===== src/logic/bfgs_consts.svh =====
`ifndef BFGS_CONSTS_SVH
`define BFGS_CONSTS_SVH

// ----------------------------------------------------------------
// Clock and oscillator timing
// ----------------------------------------------------------------
`define BFGS_CLK_HZ         200000000
`define BFGS_OSC_HZ         600000
`define BFGS_OSC_PERIOD_CYC (`BFGS_CLK_HZ / `BFGS_OSC_HZ)
`define BFGS_OSC_HALF_CYC   (`BFGS_OSC_PERIOD_CYC / 2)

// ----------------------------------------------------------------
// Restart delay and duty-cycle timeout
// ----------------------------------------------------------------
`define BFGS_RESTART_MS     200
`define BFGS_RESTART_OSC    (`BFGS_RESTART_MS * (`BFGS_OSC_HZ / 1000))
`define BFGS_TIMEOUT_CYC    20

// ----------------------------------------------------------------
// Synchroniser bit positions
// ----------------------------------------------------------------
`define BFGS_IN_VCC_LOCK    0
`define BFGS_IN_VIN_LOCK    1
`define BFGS_IN_THERMAL     2
`define BFGS_IN_SHORT       3
`define BFGS_IN_COMPARE     4
`define BFGS_IN_SS_ABOVE    5

// ----------------------------------------------------------------
// Reset values
// ----------------------------------------------------------------
`define BFGS_RST_GATE       1'b0
`define BFGS_RST_PULLDOWN   1'b1
`define BFGS_RST_SYNC       6'h03    // Both lockout bits read as fault

`endif


===== src/logic/bfgs_pkg.sv =====
package bfgs_pkg;

	// ----------------------------------------------------------------
	// Fault sequencer states
	// ----------------------------------------------------------------
	typedef enum logic [2:0] {
		BFGS_ST_LOCKOUT = 3'h1,   // Idle until lockout clears
		BFGS_ST_DELAY   = 3'h2,   // Idle while restart delay runs
		BFGS_ST_RUN     = 3'h4    // Switching
	} bfgs_fsm_t;

	// ----------------------------------------------------------------
	// Whole state of the sequencer
	// ----------------------------------------------------------------
	typedef struct packed {
		logic [5:0]  sync1;      // First synchroniser stage
		logic [5:0]  sync2;      // Second synchroniser stage
		bfgs_fsm_t   state;
		logic [8:0]  phase;      // Position within oscillator period
		logic [16:0] timer;      // Restart delay, oscillator cycles
		logic [4:0]  on_cnt;     // Full cycles with high side on
		logic        pwm_ff;     // PWM flip-flop
		logic        full_on;    // High side on through this cycle
		logic        force_low;  // Forced low-side refresh
		logic        ls_en;      // Low side released after startup
		logic        hs;
		logic        ls;
		logic        ss_pd;
		logic        comp_pd;
	} bfgs_state_t;

endpackage : bfgs_pkg


===== src/logic/bfgs_sequencer.sv =====
`include "bfgs_consts.svh"

module bfgs_sequencer import bfgs_pkg::*; #(
	parameter int RESTART_OSC_CYCLES = `BFGS_RESTART_OSC
) (
	input  wire logic ref_clk_in,
	input  wire logic arst_n_in,
	input  wire logic bias_lockout_in,
	input  wire logic input_lockout_sense_in,
	input  wire logic thermal_fault_in,
	input  wire logic short_fault_in,
	input  wire logic pwm_compare_in,
	input  wire logic ss_above_thresh_in,
	output logic      high_side_gate_out,
	output logic      low_side_gate_drive_out,
	output logic      ss_pulldown_out,
	output logic      comp_pulldown_out,
	output logic      supply_lockout_fault_out,
	output logic      osc_tick_out
);

	// ----------------------------------------------------------------
	// Constants
	// ----------------------------------------------------------------
	localparam logic [8:0] OSC_LAST =
		9'(`BFGS_OSC_PERIOD_CYC - 1);
	localparam logic [8:0] OSC_HALF = 9'(`BFGS_OSC_HALF_CYC);
	localparam logic [16:0] TIMER_LAST = 17'(RESTART_OSC_CYCLES - 1);
	localparam logic [4:0] TIMEOUT = 5'(`BFGS_TIMEOUT_CYC);

	// Lockout bits of both synchroniser stages reset to fault present,
	// so the sequencer stays idle until the real pin levels arrive
	localparam bfgs_state_t RST_STATE = '{
		sync1:     `BFGS_RST_SYNC,
		sync2:     `BFGS_RST_SYNC,
		state:     BFGS_ST_LOCKOUT,
		phase:     9'h000,
		timer:     17'h00000,
		on_cnt:    5'h00,
		pwm_ff:    1'b0,
		full_on:   1'b0,
		force_low: 1'b0,
		ls_en:     1'b0,
		hs:        `BFGS_RST_GATE,
		ls:        `BFGS_RST_GATE,
		ss_pd:     `BFGS_RST_PULLDOWN,
		comp_pd:   `BFGS_RST_PULLDOWN
	};

	// ----------------------------------------------------------------
	// State and decoded synchronised inputs
	// ----------------------------------------------------------------
	bfgs_state_t r;
	bfgs_state_t next_r;

	logic osc_tick;
	logic lockout;
	logic thermal;
	logic short_flt;
	logic compare;
	logic ss_above;
	logic running;

	// Oscillator period boundary and synchronised comparator levels
	assign osc_tick  = (r.phase == OSC_LAST);
	assign lockout   = r.sync2[`BFGS_IN_VCC_LOCK] |
	                   r.sync2[`BFGS_IN_VIN_LOCK];
	assign thermal   = r.sync2[`BFGS_IN_THERMAL];
	assign short_flt = r.sync2[`BFGS_IN_SHORT];
	assign compare   = r.sync2[`BFGS_IN_COMPARE];
	assign ss_above  = r.sync2[`BFGS_IN_SS_ABOVE];

	// ----------------------------------------------------------------
	// Next-state logic
	// ----------------------------------------------------------------

	// Synchroniser, oscillator, fault sequencer, PWM and gate control
	always_comb begin
		next_r = r;

		// Two flip-flops on every comparator input
		next_r.sync1 = {ss_above_thresh_in, pwm_compare_in,
		                short_fault_in, thermal_fault_in,
		                input_lockout_sense_in, bias_lockout_in};
		next_r.sync2 = r.sync1;

		// Free-running oscillator period counter
		if (osc_tick) begin
			next_r.phase = 9'h000;
		end else begin
			next_r.phase = r.phase + 9'h001;
		end

		// Fault sequencer, lockout has priority over the timed faults
		case (r.state)
			BFGS_ST_LOCKOUT: begin
				if (!lockout) begin
					if (thermal || short_flt) begin
						next_r.state = BFGS_ST_DELAY;
						next_r.timer = 17'h00000;
					end else begin
						next_r.state = BFGS_ST_RUN;
					end
				end
			end
			BFGS_ST_DELAY: begin
				if (lockout) begin
					next_r.state = BFGS_ST_LOCKOUT;
				end else if (thermal) begin
					next_r.timer = 17'h00000;
				end else if (osc_tick) begin
					if (r.timer >= TIMER_LAST) begin
						next_r.state = BFGS_ST_RUN;
						next_r.timer = 17'h00000;
					end else begin
						next_r.timer = r.timer + 17'h00001;
					end
				end
			end
			BFGS_ST_RUN: begin
				if (lockout) begin
					next_r.state = BFGS_ST_LOCKOUT;
				end else if (thermal || short_flt) begin
					next_r.state = BFGS_ST_DELAY;
					next_r.timer = 17'h00000;
				end
			end
			default: begin
				next_r.state = BFGS_ST_LOCKOUT;
				next_r.timer = 17'h00000;
			end
		endcase

		// Switching allowed in the coming cycle
		running = (next_r.state == BFGS_ST_RUN);

		// PWM flip-flop and duty-cycle timeout
		if (!running) begin
			next_r.pwm_ff    = 1'b0;
			next_r.full_on   = 1'b0;
			next_r.on_cnt    = 5'h00;
			next_r.force_low = 1'b0;
			next_r.ls_en     = 1'b0;
		end else if (osc_tick) begin
			// New cycle: set on compare, count completed full-on cycles
			next_r.force_low = 1'b0;
			next_r.pwm_ff    = compare;
			next_r.full_on   = compare;
			if (r.full_on && r.pwm_ff && (r.on_cnt < TIMEOUT)) begin
				next_r.on_cnt = r.on_cnt + 5'h01;
			end else if (!(r.full_on && r.pwm_ff)) begin
				next_r.on_cnt = 5'h00;
			end
		end else if (r.pwm_ff && (r.on_cnt == TIMEOUT) &&
		             (r.phase == OSC_HALF)) begin
			// Forced mid-cycle reset after the timeout
			next_r.pwm_ff    = 1'b0;
			next_r.full_on   = 1'b0;
			next_r.force_low = 1'b1;
		end else if (!compare) begin
			// Trailing edge: ramp crossed the error voltage
			next_r.pwm_ff  = 1'b0;
			next_r.full_on = 1'b0;
		end

		// Low side released once high side tried or soft-start is up
		if (running && (next_r.pwm_ff || ss_above)) begin
			next_r.ls_en = 1'b1;
		end

		// Registered gate drives and idle pull-downs
		next_r.hs      = running && next_r.pwm_ff;
		next_r.ls      = running && next_r.ls_en &&
		                 !next_r.pwm_ff;
		next_r.ss_pd   = !running;
		next_r.comp_pd = !running;
	end

	// ----------------------------------------------------------------
	// State register
	// ----------------------------------------------------------------

	// Single register holding the whole state
	// Reset holds every gate off and both pull-downs on
	always_ff @(posedge ref_clk_in or negedge arst_n_in) begin
		if (!arst_n_in) begin
			r <= RST_STATE;
		end else begin
			r <= next_r;
		end
	end

	// ----------------------------------------------------------------
	// Outputs
	// ----------------------------------------------------------------

	// Gate drives and pull-downs straight from flip-flops; lockout flag and tick decoded from state and phase
	assign high_side_gate_out       = r.hs;
	assign low_side_gate_drive_out  = r.ls;
	assign ss_pulldown_out          = r.ss_pd;
	assign comp_pulldown_out        = r.comp_pd;
	assign supply_lockout_fault_out = (r.state == BFGS_ST_LOCKOUT);
	assign osc_tick_out             = osc_tick;

endmodule : bfgs_sequencer


===== config.mk =====
export PLATFORM = sky130hd
export DESIGN_NAME = bfgs_sequencer
export DESIGN_NICKNAME = d
export VERILOG_FILES = /design/src/logic/bfgs_pkg.sv /design/src/logic/bfgs_sequencer.sv
export VERILOG_INCLUDE_DIRS = /design/src /design/src/logic
export SDC_FILE = /design/constraint.sdc
export NUM_CORES = 1
export LEC_CHECK = 0
export ABC_AREA = 1
export BUFFER_PORTS_ARGS = -buffer_cell sky130_fd_sc_hd__buf_2
export CAP_MARGIN = 20
export CORE_UTILIZATION = 35
export DETAILED_ROUTE_END_ITERATION = 7
export GPL_TIMING_DRIVEN = 0
export PLACE_DENSITY = 0.49
export SYNTH_ARGS = -nofsm -noshare
export SYNTH_HDL_FRONTEND = slang
export SYNTH_SLANG_ARGS = --single-unit

===== constraint.sdc =====
create_clock -name ref_clk_in -period 1.7 [get_ports ref_clk_in]
set_clock_uncertainty 0.05 [all_clocks]
set_input_delay 0.425 -clock ref_clk_in [delete_from_list [all_inputs] [get_ports ref_clk_in]]
set_output_delay 0.425 -clock ref_clk_in [all_outputs]
set_load 0.005 [all_outputs]

==> Yosys cells after proc, flatten, opt, wreduce, memory -nomap -nowiden <==
Index checks and enable logic that the tools add are counted.
Widths: inputs -> output; s select.
{ "word_totals": {"regBits": 52, "inputBits": 8, "out_inout_bits": 6, "elab_cells": 74} }
{ "classes": {"n_addsub": 3, "n_lt_le_gt_ge": 2, "n_eq_ne": 14, "muxes": 27, "bitwise": 1, "n_reduce_logical": 15} }
{ "op_table": {"columns": ["op", "n"], "rows": [
  ["$mux 17", 6],
  ["$pmux 17 s2", 1],
  ["$mux 3", 9],
  ["$add 17x1->17 const B", 1],
  ["$ge 17x17->1 const B", 1],
  ["$mux 5", 3],
  ["$add 9x1->9 const B", 1],
  ["$eq 9x8->1 const B", 1],
  ["$eq 9x9->1 const B", 1],
  ["$mux 9", 1],
  ["$pmux 3 s3", 1],
  ["$logic_and 1x1->1", 8],
  ["$mux 8", 1],
  ["$eq 3x3->1 const B", 2],
  ["$ne 2x2->1 const B", 3],
  ["$add 5x1->5 const B", 1],
  ["$eq 5x5->1 const B", 1],
  ["$lt 5x5->1 const B", 1],
  ["$mux 2", 2],
  ["$ne 4x3->1 const B", 1],
  ["$reduce_and 4->1", 1],
  ["$eq 3x1->1 const B", 1],
  ["$eq 3x2->1 const B", 1],
  ["$mux 1", 3],
  ["8 further kinds", 10]
]} }

==> Depth between registers and ports, before layout <==
Gate-level depths: netlist of run 1.
{ "logic_depth": {"depth_word": 13, "depth_mapped": 12, "depth_no_buf": 12} }

==> Worst setup path after synthesis of run 1 <==
Ideal clock, no wire load.
{ "synth_timing": {"path_type": "reg2reg", "start": "register r[30] in the netlist's numbering", "end": "register r[25] in the netlist's numbering", "setup_ns": 0.118, "arrival_ns": 1.527, "required_time_ns": 1.532, "setup_slack_ns": 0.005, "stages_incl_launch_ff": 12, "path_buffers": 1, "synth_period_minus_slack_ns": 1.695, "path_cell_list": "dfrtp_1 -> inv_1 -> ha_1 -> inv_1 -> nor3_2 -> nand2_2 -> nand2_4 -> nand3_4 -> buf_6 -> nor2_2 -> xor2_1 -> nor2_1"} }
{ "synth_between": {"elab_chain_len": 3} }
{ "synth_lines": {"columns": ["element", "line_no", "source"], "rows": [
  ["start, declared", "bfgs_sequencer.sv:53", "bfgs_state_t r;"],
  ["start signal, assigned", "bfgs_sequencer.sv:189", "r <= next_r;"],
  ["$eq 9x9->1", "bfgs_sequencer.sv:65", "assign osc_tick = (r.phase == OSC_LAST);"],
  ["$ne 3x3->1 (no line)", null, null],
  ["$reduce_and 4->1 (no line)", null, null]
]} }
No other way between the ends.
A chain may end at the register's enable or synchronous reset.

==> Worst setup path in the final report of run 1 <==
{ "layout_timing": {"start": "register r[30] in the netlist's numbering", "end": "register r[22] in the netlist's numbering"} }
The elaborated chain is that of the path after synthesis.

==> flow_summary_export.csv, run 1 <==
group,metric,value,unit
worst_setup_path,required,1900,ps
outcome,status,"finished, violations left",
yosys,synth_top_area_share,42.9,%
cts,cts-buffers-inserted,5,
worst_setup_path,critPathKind,"register to register",
routing,drt-initial-drc-count,52,
power,leakage,1.50,nW
routing,drt-total-wl,5.41,mm
sta,final.min_clock_period,1930,ps
floorplanning,dieArea,7850,sq um
cts,path_clk_slew,110,ps
global_routing,grt_pass1_wl,9.11,mm
yosys,async_reset_ff_share,100,%
yosys,syn_area_per_cell,8.44,sq um
floorplanning,fp.dieH,88.6,um
cts,cts_max_level,2,
finish,fin_util,47.5,%
cts,clk_latency,320,ps
worst_setup_path,timing.rr.start,"r[30]",
yosys,synth_seq_cells,51,
yosys,synth.top_cells.by_count,"50 x nand2_1, 48 x inv_1, 45 x dfrtp_1",
hold_path,worstHoldPathType,"input port to register",
power,vdd_drop_max,0.337,mV
sta,slew_headroom,70.0,%
routing,dr.pass1.iters,4,
yosys,yosysMostFrequentCell,"nand2_1",
cts,clock_path_buffers,2,
sta,finalHoldViolCount,0,
finish,antenna_cells,0,
yosys,synth.yosys.seq_area_share,48.9,%
hold_path,min_to,"next_r[42]",
hold_path,min_from,"bias_lockout_in",
placed_design,dpl.hpwl,3.62,mm
placed_design,dp_slack,-252,ps
cts,numClockSinks,51,
flow_run,maxCapViolCount,0,
sta,finalSetupTns,-4250,ps
global_routing,grt_pass1_vias,2042,
cts,cts_tree,"yes",
yosys,yosys_warnings,0,
worst_setup_path,cp-start-kind,"register",
finish,fin_nets,379,
sta,fin_ws,-226,ps
yosys,synth_cells,311,
yosys,ys_types,34,
global_routing,grt_overflow,0,
sta,max_slew.worst_pin.slew,449,ps
floorplanning,io_pins,14,
worst_setup_path,reg2regPathDepth,14,
yosys,synth_nets,325,
worst_setup_path,ff2ff_setup_slack,-230,ps
global_routing,grtUsageTotal,15.2,%
global_routing,antenna_found_initial,0,
yosys,yosysTopAreaCell,"dfrtp_1",
sta,timing.final.max_slew_violations,0,
yosys,yosys_most_used_dff,"dfrtp_1",
routing,wl_per_cell,11.6,um
cts,cts-root-buf,"clkbuf_8",
placed_design,placedInstanceArea,2840,sq um
worst_setup_path,cp-end-kind,"register",
yosys,syn-cell-area,2630,sq um
global_routing,grt_max_degree,34,
sta,rsz0062_at_grt,"yes",
routing,drtAntennaViolNets,0,
floorplanning,die_w,88.6,um
finish,layout-drive-gt1-share,32.8,%
routing,drt-vias-per-instance,4.56,
routing,vias,2122,
finish,final_area,3450,sq um
floorplanning,start_util,36.2,%
outcome,violations,"setup timing",
hold_path,whs_path_depth,1,
placed_design,gp_congestion,0.807,
yosys,synth_edf_count,0,
placed_design,portBuffers,13,
sta,finalCritPeriodShare,113,%
worst_setup_path,cp_max_fo,7,
power,power_density,661,nW/um^2
sta,finalSetupViolCount,27,
worst_setup_path,r2r_end,"r[22]",
yosys,ys_top_cells_by_area,"dfrtp_1 43%, nand2_1 7.1%, inv_1 6.9%",
floorplanning,fp-row-count,31,
finish,area_growth_syn_to_layout,31.3,%
worst_setup_path,cp.arrival,2120,ps
floorplanning,core_area,7250,sq um
sta,fmax,519,MHz
routing,drc,0,
==> routing by layer <==
| metal | vias to the layer above | GRT usage [%] | share of wire (%) |
|---|---|---|---|
| li1 | 1084 | - | - |
| met1 | 1013 | 19.6 | 49 |
| met2 | 19 | 25.7 | 48 |
| met3 | 6 | 3.08 | 1.7 |
| met4 | 0 | 4.84 | 1.2 |
| met5 | - | 0 | 0 |
==> what timing repair did <==
item                                   in CTS  in global routing
setup buffers                              20                 11
cloned                                      1                  1
pin swaps                                  14                  9
resized for setup                          34                 24
endpoints found under the hold margin       3                  0
setup endpoints to repair                  29                 29
hold buffers                                1                  0
==> cell type report <==
type	instances	area (sq um)
plain buffers	4	47.5
multi-input cells	205	1300
flip-flops and latches	51	1280
repair buffers	47	398
fillers	704	3800
inverters	51	196
clock inverters	3	28.8
well taps	99	124
clock buffers	5	68.8
==> power by group <==
group	internal, mW	switching, mW	leakage, nW
logic	0.119	0.137	0.792
registers	1.24	0.00716	0.658
clock network	0.312	0.469	0.0511
==> worst max-delay path by stage <==
| stage | cells after the start | to | slack [ps] | start |
|---|---|---|---|---|
| floorplan | 11 | r[25] | 5 | r[30] |
| global placement | 12 | r[28] | -230 | r[30] |
| detailed placement | 12 | r[18] | -250 | r[30] |
| CTS | 14 | r[22] | -210 | r[30] |
| global route | 12 | r[20] | -330 | r[30] |
| finish | 14 | r[22] | -230 | r[30] |
==> registers in the layout (all words and copies together) (netlist names) <==
signal,cells
compare,1
low_side_gate_drive_out,1
high_side_gate_out,1
next_r,6
r,41
comp_pulldown_out,1
==> placed cells by master, fill, tap and decap left out, drive strengths merged, types with 2 or more instances in the layout <==
master and n:
inv 54, buf 49, nor2 55, o22ai 2, dfstp 6, nand4 7
ha 6, o21ai 13, xnor2 6, clkbuf 6, nand3 29, or2 4
xor2 7, nand2 55, dfrtp 45, a21oi 8, nor3 7
==> worst max-delay path: stages (launching register included) <==
cell and delay, ps:
dfrtp_1 420, inv_2 90, ha_4 130, inv_2 30, nor3_2 110, nand2_2 120, buf_6 150, nand2_4 60
nand3_4 160, buf_6 180, nor2_4 130, nand2_1 60, nand2_1 50, nand2_1 40, nor2_1 70
==> cell families (layout without fill, tap and decap cells) <==
family	after synthesis	after routing	synth area share [%]
simple gates	158	158	29.3
flops	51	51	48.9
fa+ha+maj	6	6	2.86
mux	1	1	0.381
buf+inv	55	110	8.48
xor+xnor	13	13	4.34
compound gates	27	27	5.81
==> through the flow <==
step | total power, mW | hold slack, ps | std cells
after floorplan | 1.36 | 79.4 | 311
after global placement | 1.42 | 282 | 423
after detailed placement | 1.42 | 285 | 424
after CTS | 2.29 | 128 | 453
after global routing | 2.38 | 118 | 465
final | 2.28 | 143 | 465
(Power assumes the default switching activity.)
==> run 2, diff against run 1 <==
Settings changed: SETUP_SLACK_MARGIN from default to 0.5.
==> run 2 against run 1 <==
Against the previous run:
- the run ends with hold timing, setup timing left
- critical path depth stayed put
- die area stayed put
- non-clock buffer count is 5 higher
- largest cell class unchanged
- via count is 0.71% higher
- flip-flop and latch count stayed put
==> flow_summary_export.csv, run 2 (synthesis results as in run 1) <==
group,metric,value,unit
routing,drtAntennaViolNets,0,
routing,drc,0,
routing,wl_met2,2.73,mm
placed_design,gp_congestion,0.770,
floorplanning,fp-row-count,31,
placed_design,dp_slack,-245,ps
hold_path,worstHoldPathType,"input port to asynchronous set/reset pin",
routing,wl_per_cell,11.9,um
power,leakage,1.58,nW
floorplanning,core_area,7250,sq um
routing,dr.max_layer_used,"met4",
sta,whs,-14.0,ps
cts,cts_max_level,2,
power,power_density,632,nW/um^2
floorplanning,io_pins,14,
worst_setup_path,cp-end-kind,"register",
finish,final_common_cell,"nand2_1",
placed_design,dpl.hpwl,3.57,mm
finish,largest_reg_flops,41,
power,vdd_drop_max,0.382,mV
sta,final.min_clock_period,1980,ps
sta,fin_ws,-283,ps
global_routing,grt_max_degree,35,
outcome,status,"finished, violations left",
worst_setup_path,endpoint,"r[19]",
worst_setup_path,timing.rr.start,"r[30]",
routing,drt-vias-per-instance,4.55,
global_routing,antenna_found_initial,0,
floorplanning,start_util,36.2,%
worst_setup_path,ff2ff_setup_slack,-280,ps
finish,fin_util,50.1,%
sta,slew_headroom,71.8,%
routing,drt-initial-drc-count,90,
sta,finalSetupViolCount,28,
worst_setup_path,critPathKind,"register to register",
global_routing,grt_overflow,0,
routing,dr.pass1.iters,4,
cts,cts_tree,"yes",
sta,rsz0062_at_grt,"yes",
sta,max_slew.worst_pin.slew,423,ps
routing,m1WireLength,2.65,mm
worst_setup_path,required,1850,ps
finish,antenna_cells,0,
global_routing,grt_pass1_wl,9.19,mm
global_routing,grt_pass1_vias,1995,
floorplanning,fp.dieH,88.6,um
cts,clock_path_buffers,2,
finish,final_cell_mix,"46 x nand2_1, 44 x dfrtp_1, 40 x inv_1",
finish,fin_nets,384,
cts,cts-buffers-inserted,5,
floorplanning,die_w,88.6,um
routing,routed-wl-met3,112,um
finish,max_flop_register,"r",
finish,layout-drive-gt1-share,38.8,%
sta,finalHoldViolCount,16,
sta,finalSetupTns,-5320,ps
sta,finalCritPeriodShare,117,%
routing,vias,2137,
flow_run,maxCapViolCount,0,
worst_setup_path,cp-start-kind,"register",
worst_setup_path,r2r_end,"r[19]",
cts,clk_latency,310,ps
worst_setup_path,cp.arrival,2130,ps
routing,drt-total-wl,5.58,mm
outcome,violations,"hold timing, setup timing",
finish,area_growth_syn_to_layout,38.4,%
placed_design,portBuffers,13,
worst_setup_path,reg2regPathDepth,14,
cts,cts-root-buf,"clkbuf_8",
global_routing,grtUsageTotal,15.3,%
worst_setup_path,cp_max_fo,6,
floorplanning,dieArea,7850,sq um
sta,fmax,504,MHz
worst_setup_path,crit_start,"r[30]",
cts,numClockSinks,51,
cts,path_clk_slew,100,ps
sta,timing.final.max_slew_violations,0,
-- run 2: cell count changes in the layout (fill, tap and decap cells not counted), moves of 4 or more --
| cell | delta |
|---|---|
| buf_4 | -4 |
| buf_6 | +11 |
| inv_1 | -4 |
| nand2_2 | +4 |
| o21ai_0 | -4 |
-- run 2: timing repair --
action	4_1_cts	5_1_grt
setup endpoints to repair	42	43
pin swaps	21	14
endpoints found under the hold margin	15	0
buffers inserted	26	10
gates resized for setup	47	39
gates cloned	1	1
-- run 2: critical path: stages, from the launching register on --
cell and delay (ps):
dfrtp_1 400, inv_2 80, ha_4 130, inv_2 50
nor3_4 120, nand2_2 110, buf_12 140, nand2_4 60
nand3_4 120, buf_6 160, inv_4 60, o21ai_4 60
inv_2 120, clkbuf_16 160, nor2_1 40
-- run 2: how the worst min path moves through the flow --
stage	startpoint	endpoint	slack, ps	cells after the start
floorplan	arst_n_in	compare	80	0
global placement	next_r[46]	compare	290	0
detailed placement	next_r[44]	r[44]	290	0
CTS	arst_n_in	r[30]	-7	1
global route	arst_n_in	r[30]	10	1
finish	arst_n_in	r[30]	-10	1
-- run 2: per-stage QoR --
step                      hold WS, ps  std cells  instance area, sq um  total power, mW
after global placement            286        423                  2870             1.43
after CTS                       -7.03        459                  3410             2.25
after floorplan                  79.4        311                  2680             1.37
after global routing             13.4        470                  3630             2.39
after detailed placement          288        424                  2890             1.43
final                           -14.0        470                  3630             2.30
-- run 2: layout make-up --
type	instances	area, sq um
buffer	4	51.3
clock buffer	5	68.8
clock inverter	3	22.5
fill	673	3620
inverter	51	204
multi-input combinational	205	1390
sequential	51	1280
tap	99	124
timing repair buffer	52	488
-- run 2: power by group --
group          switching (mW)  internal, mW  leakage (nW)
Combinational           0.156         0.151         0.874
Clock                   0.445         0.299        0.0489
Sequential            0.00887          1.24         0.656
-- run 2: layer usage --
layer	vias up	global-route usage, %
met3	9	2.52
met1	1014	20.5
met5	-	0
met2	23	25.0
li1	1091	-
met4	0	5.43
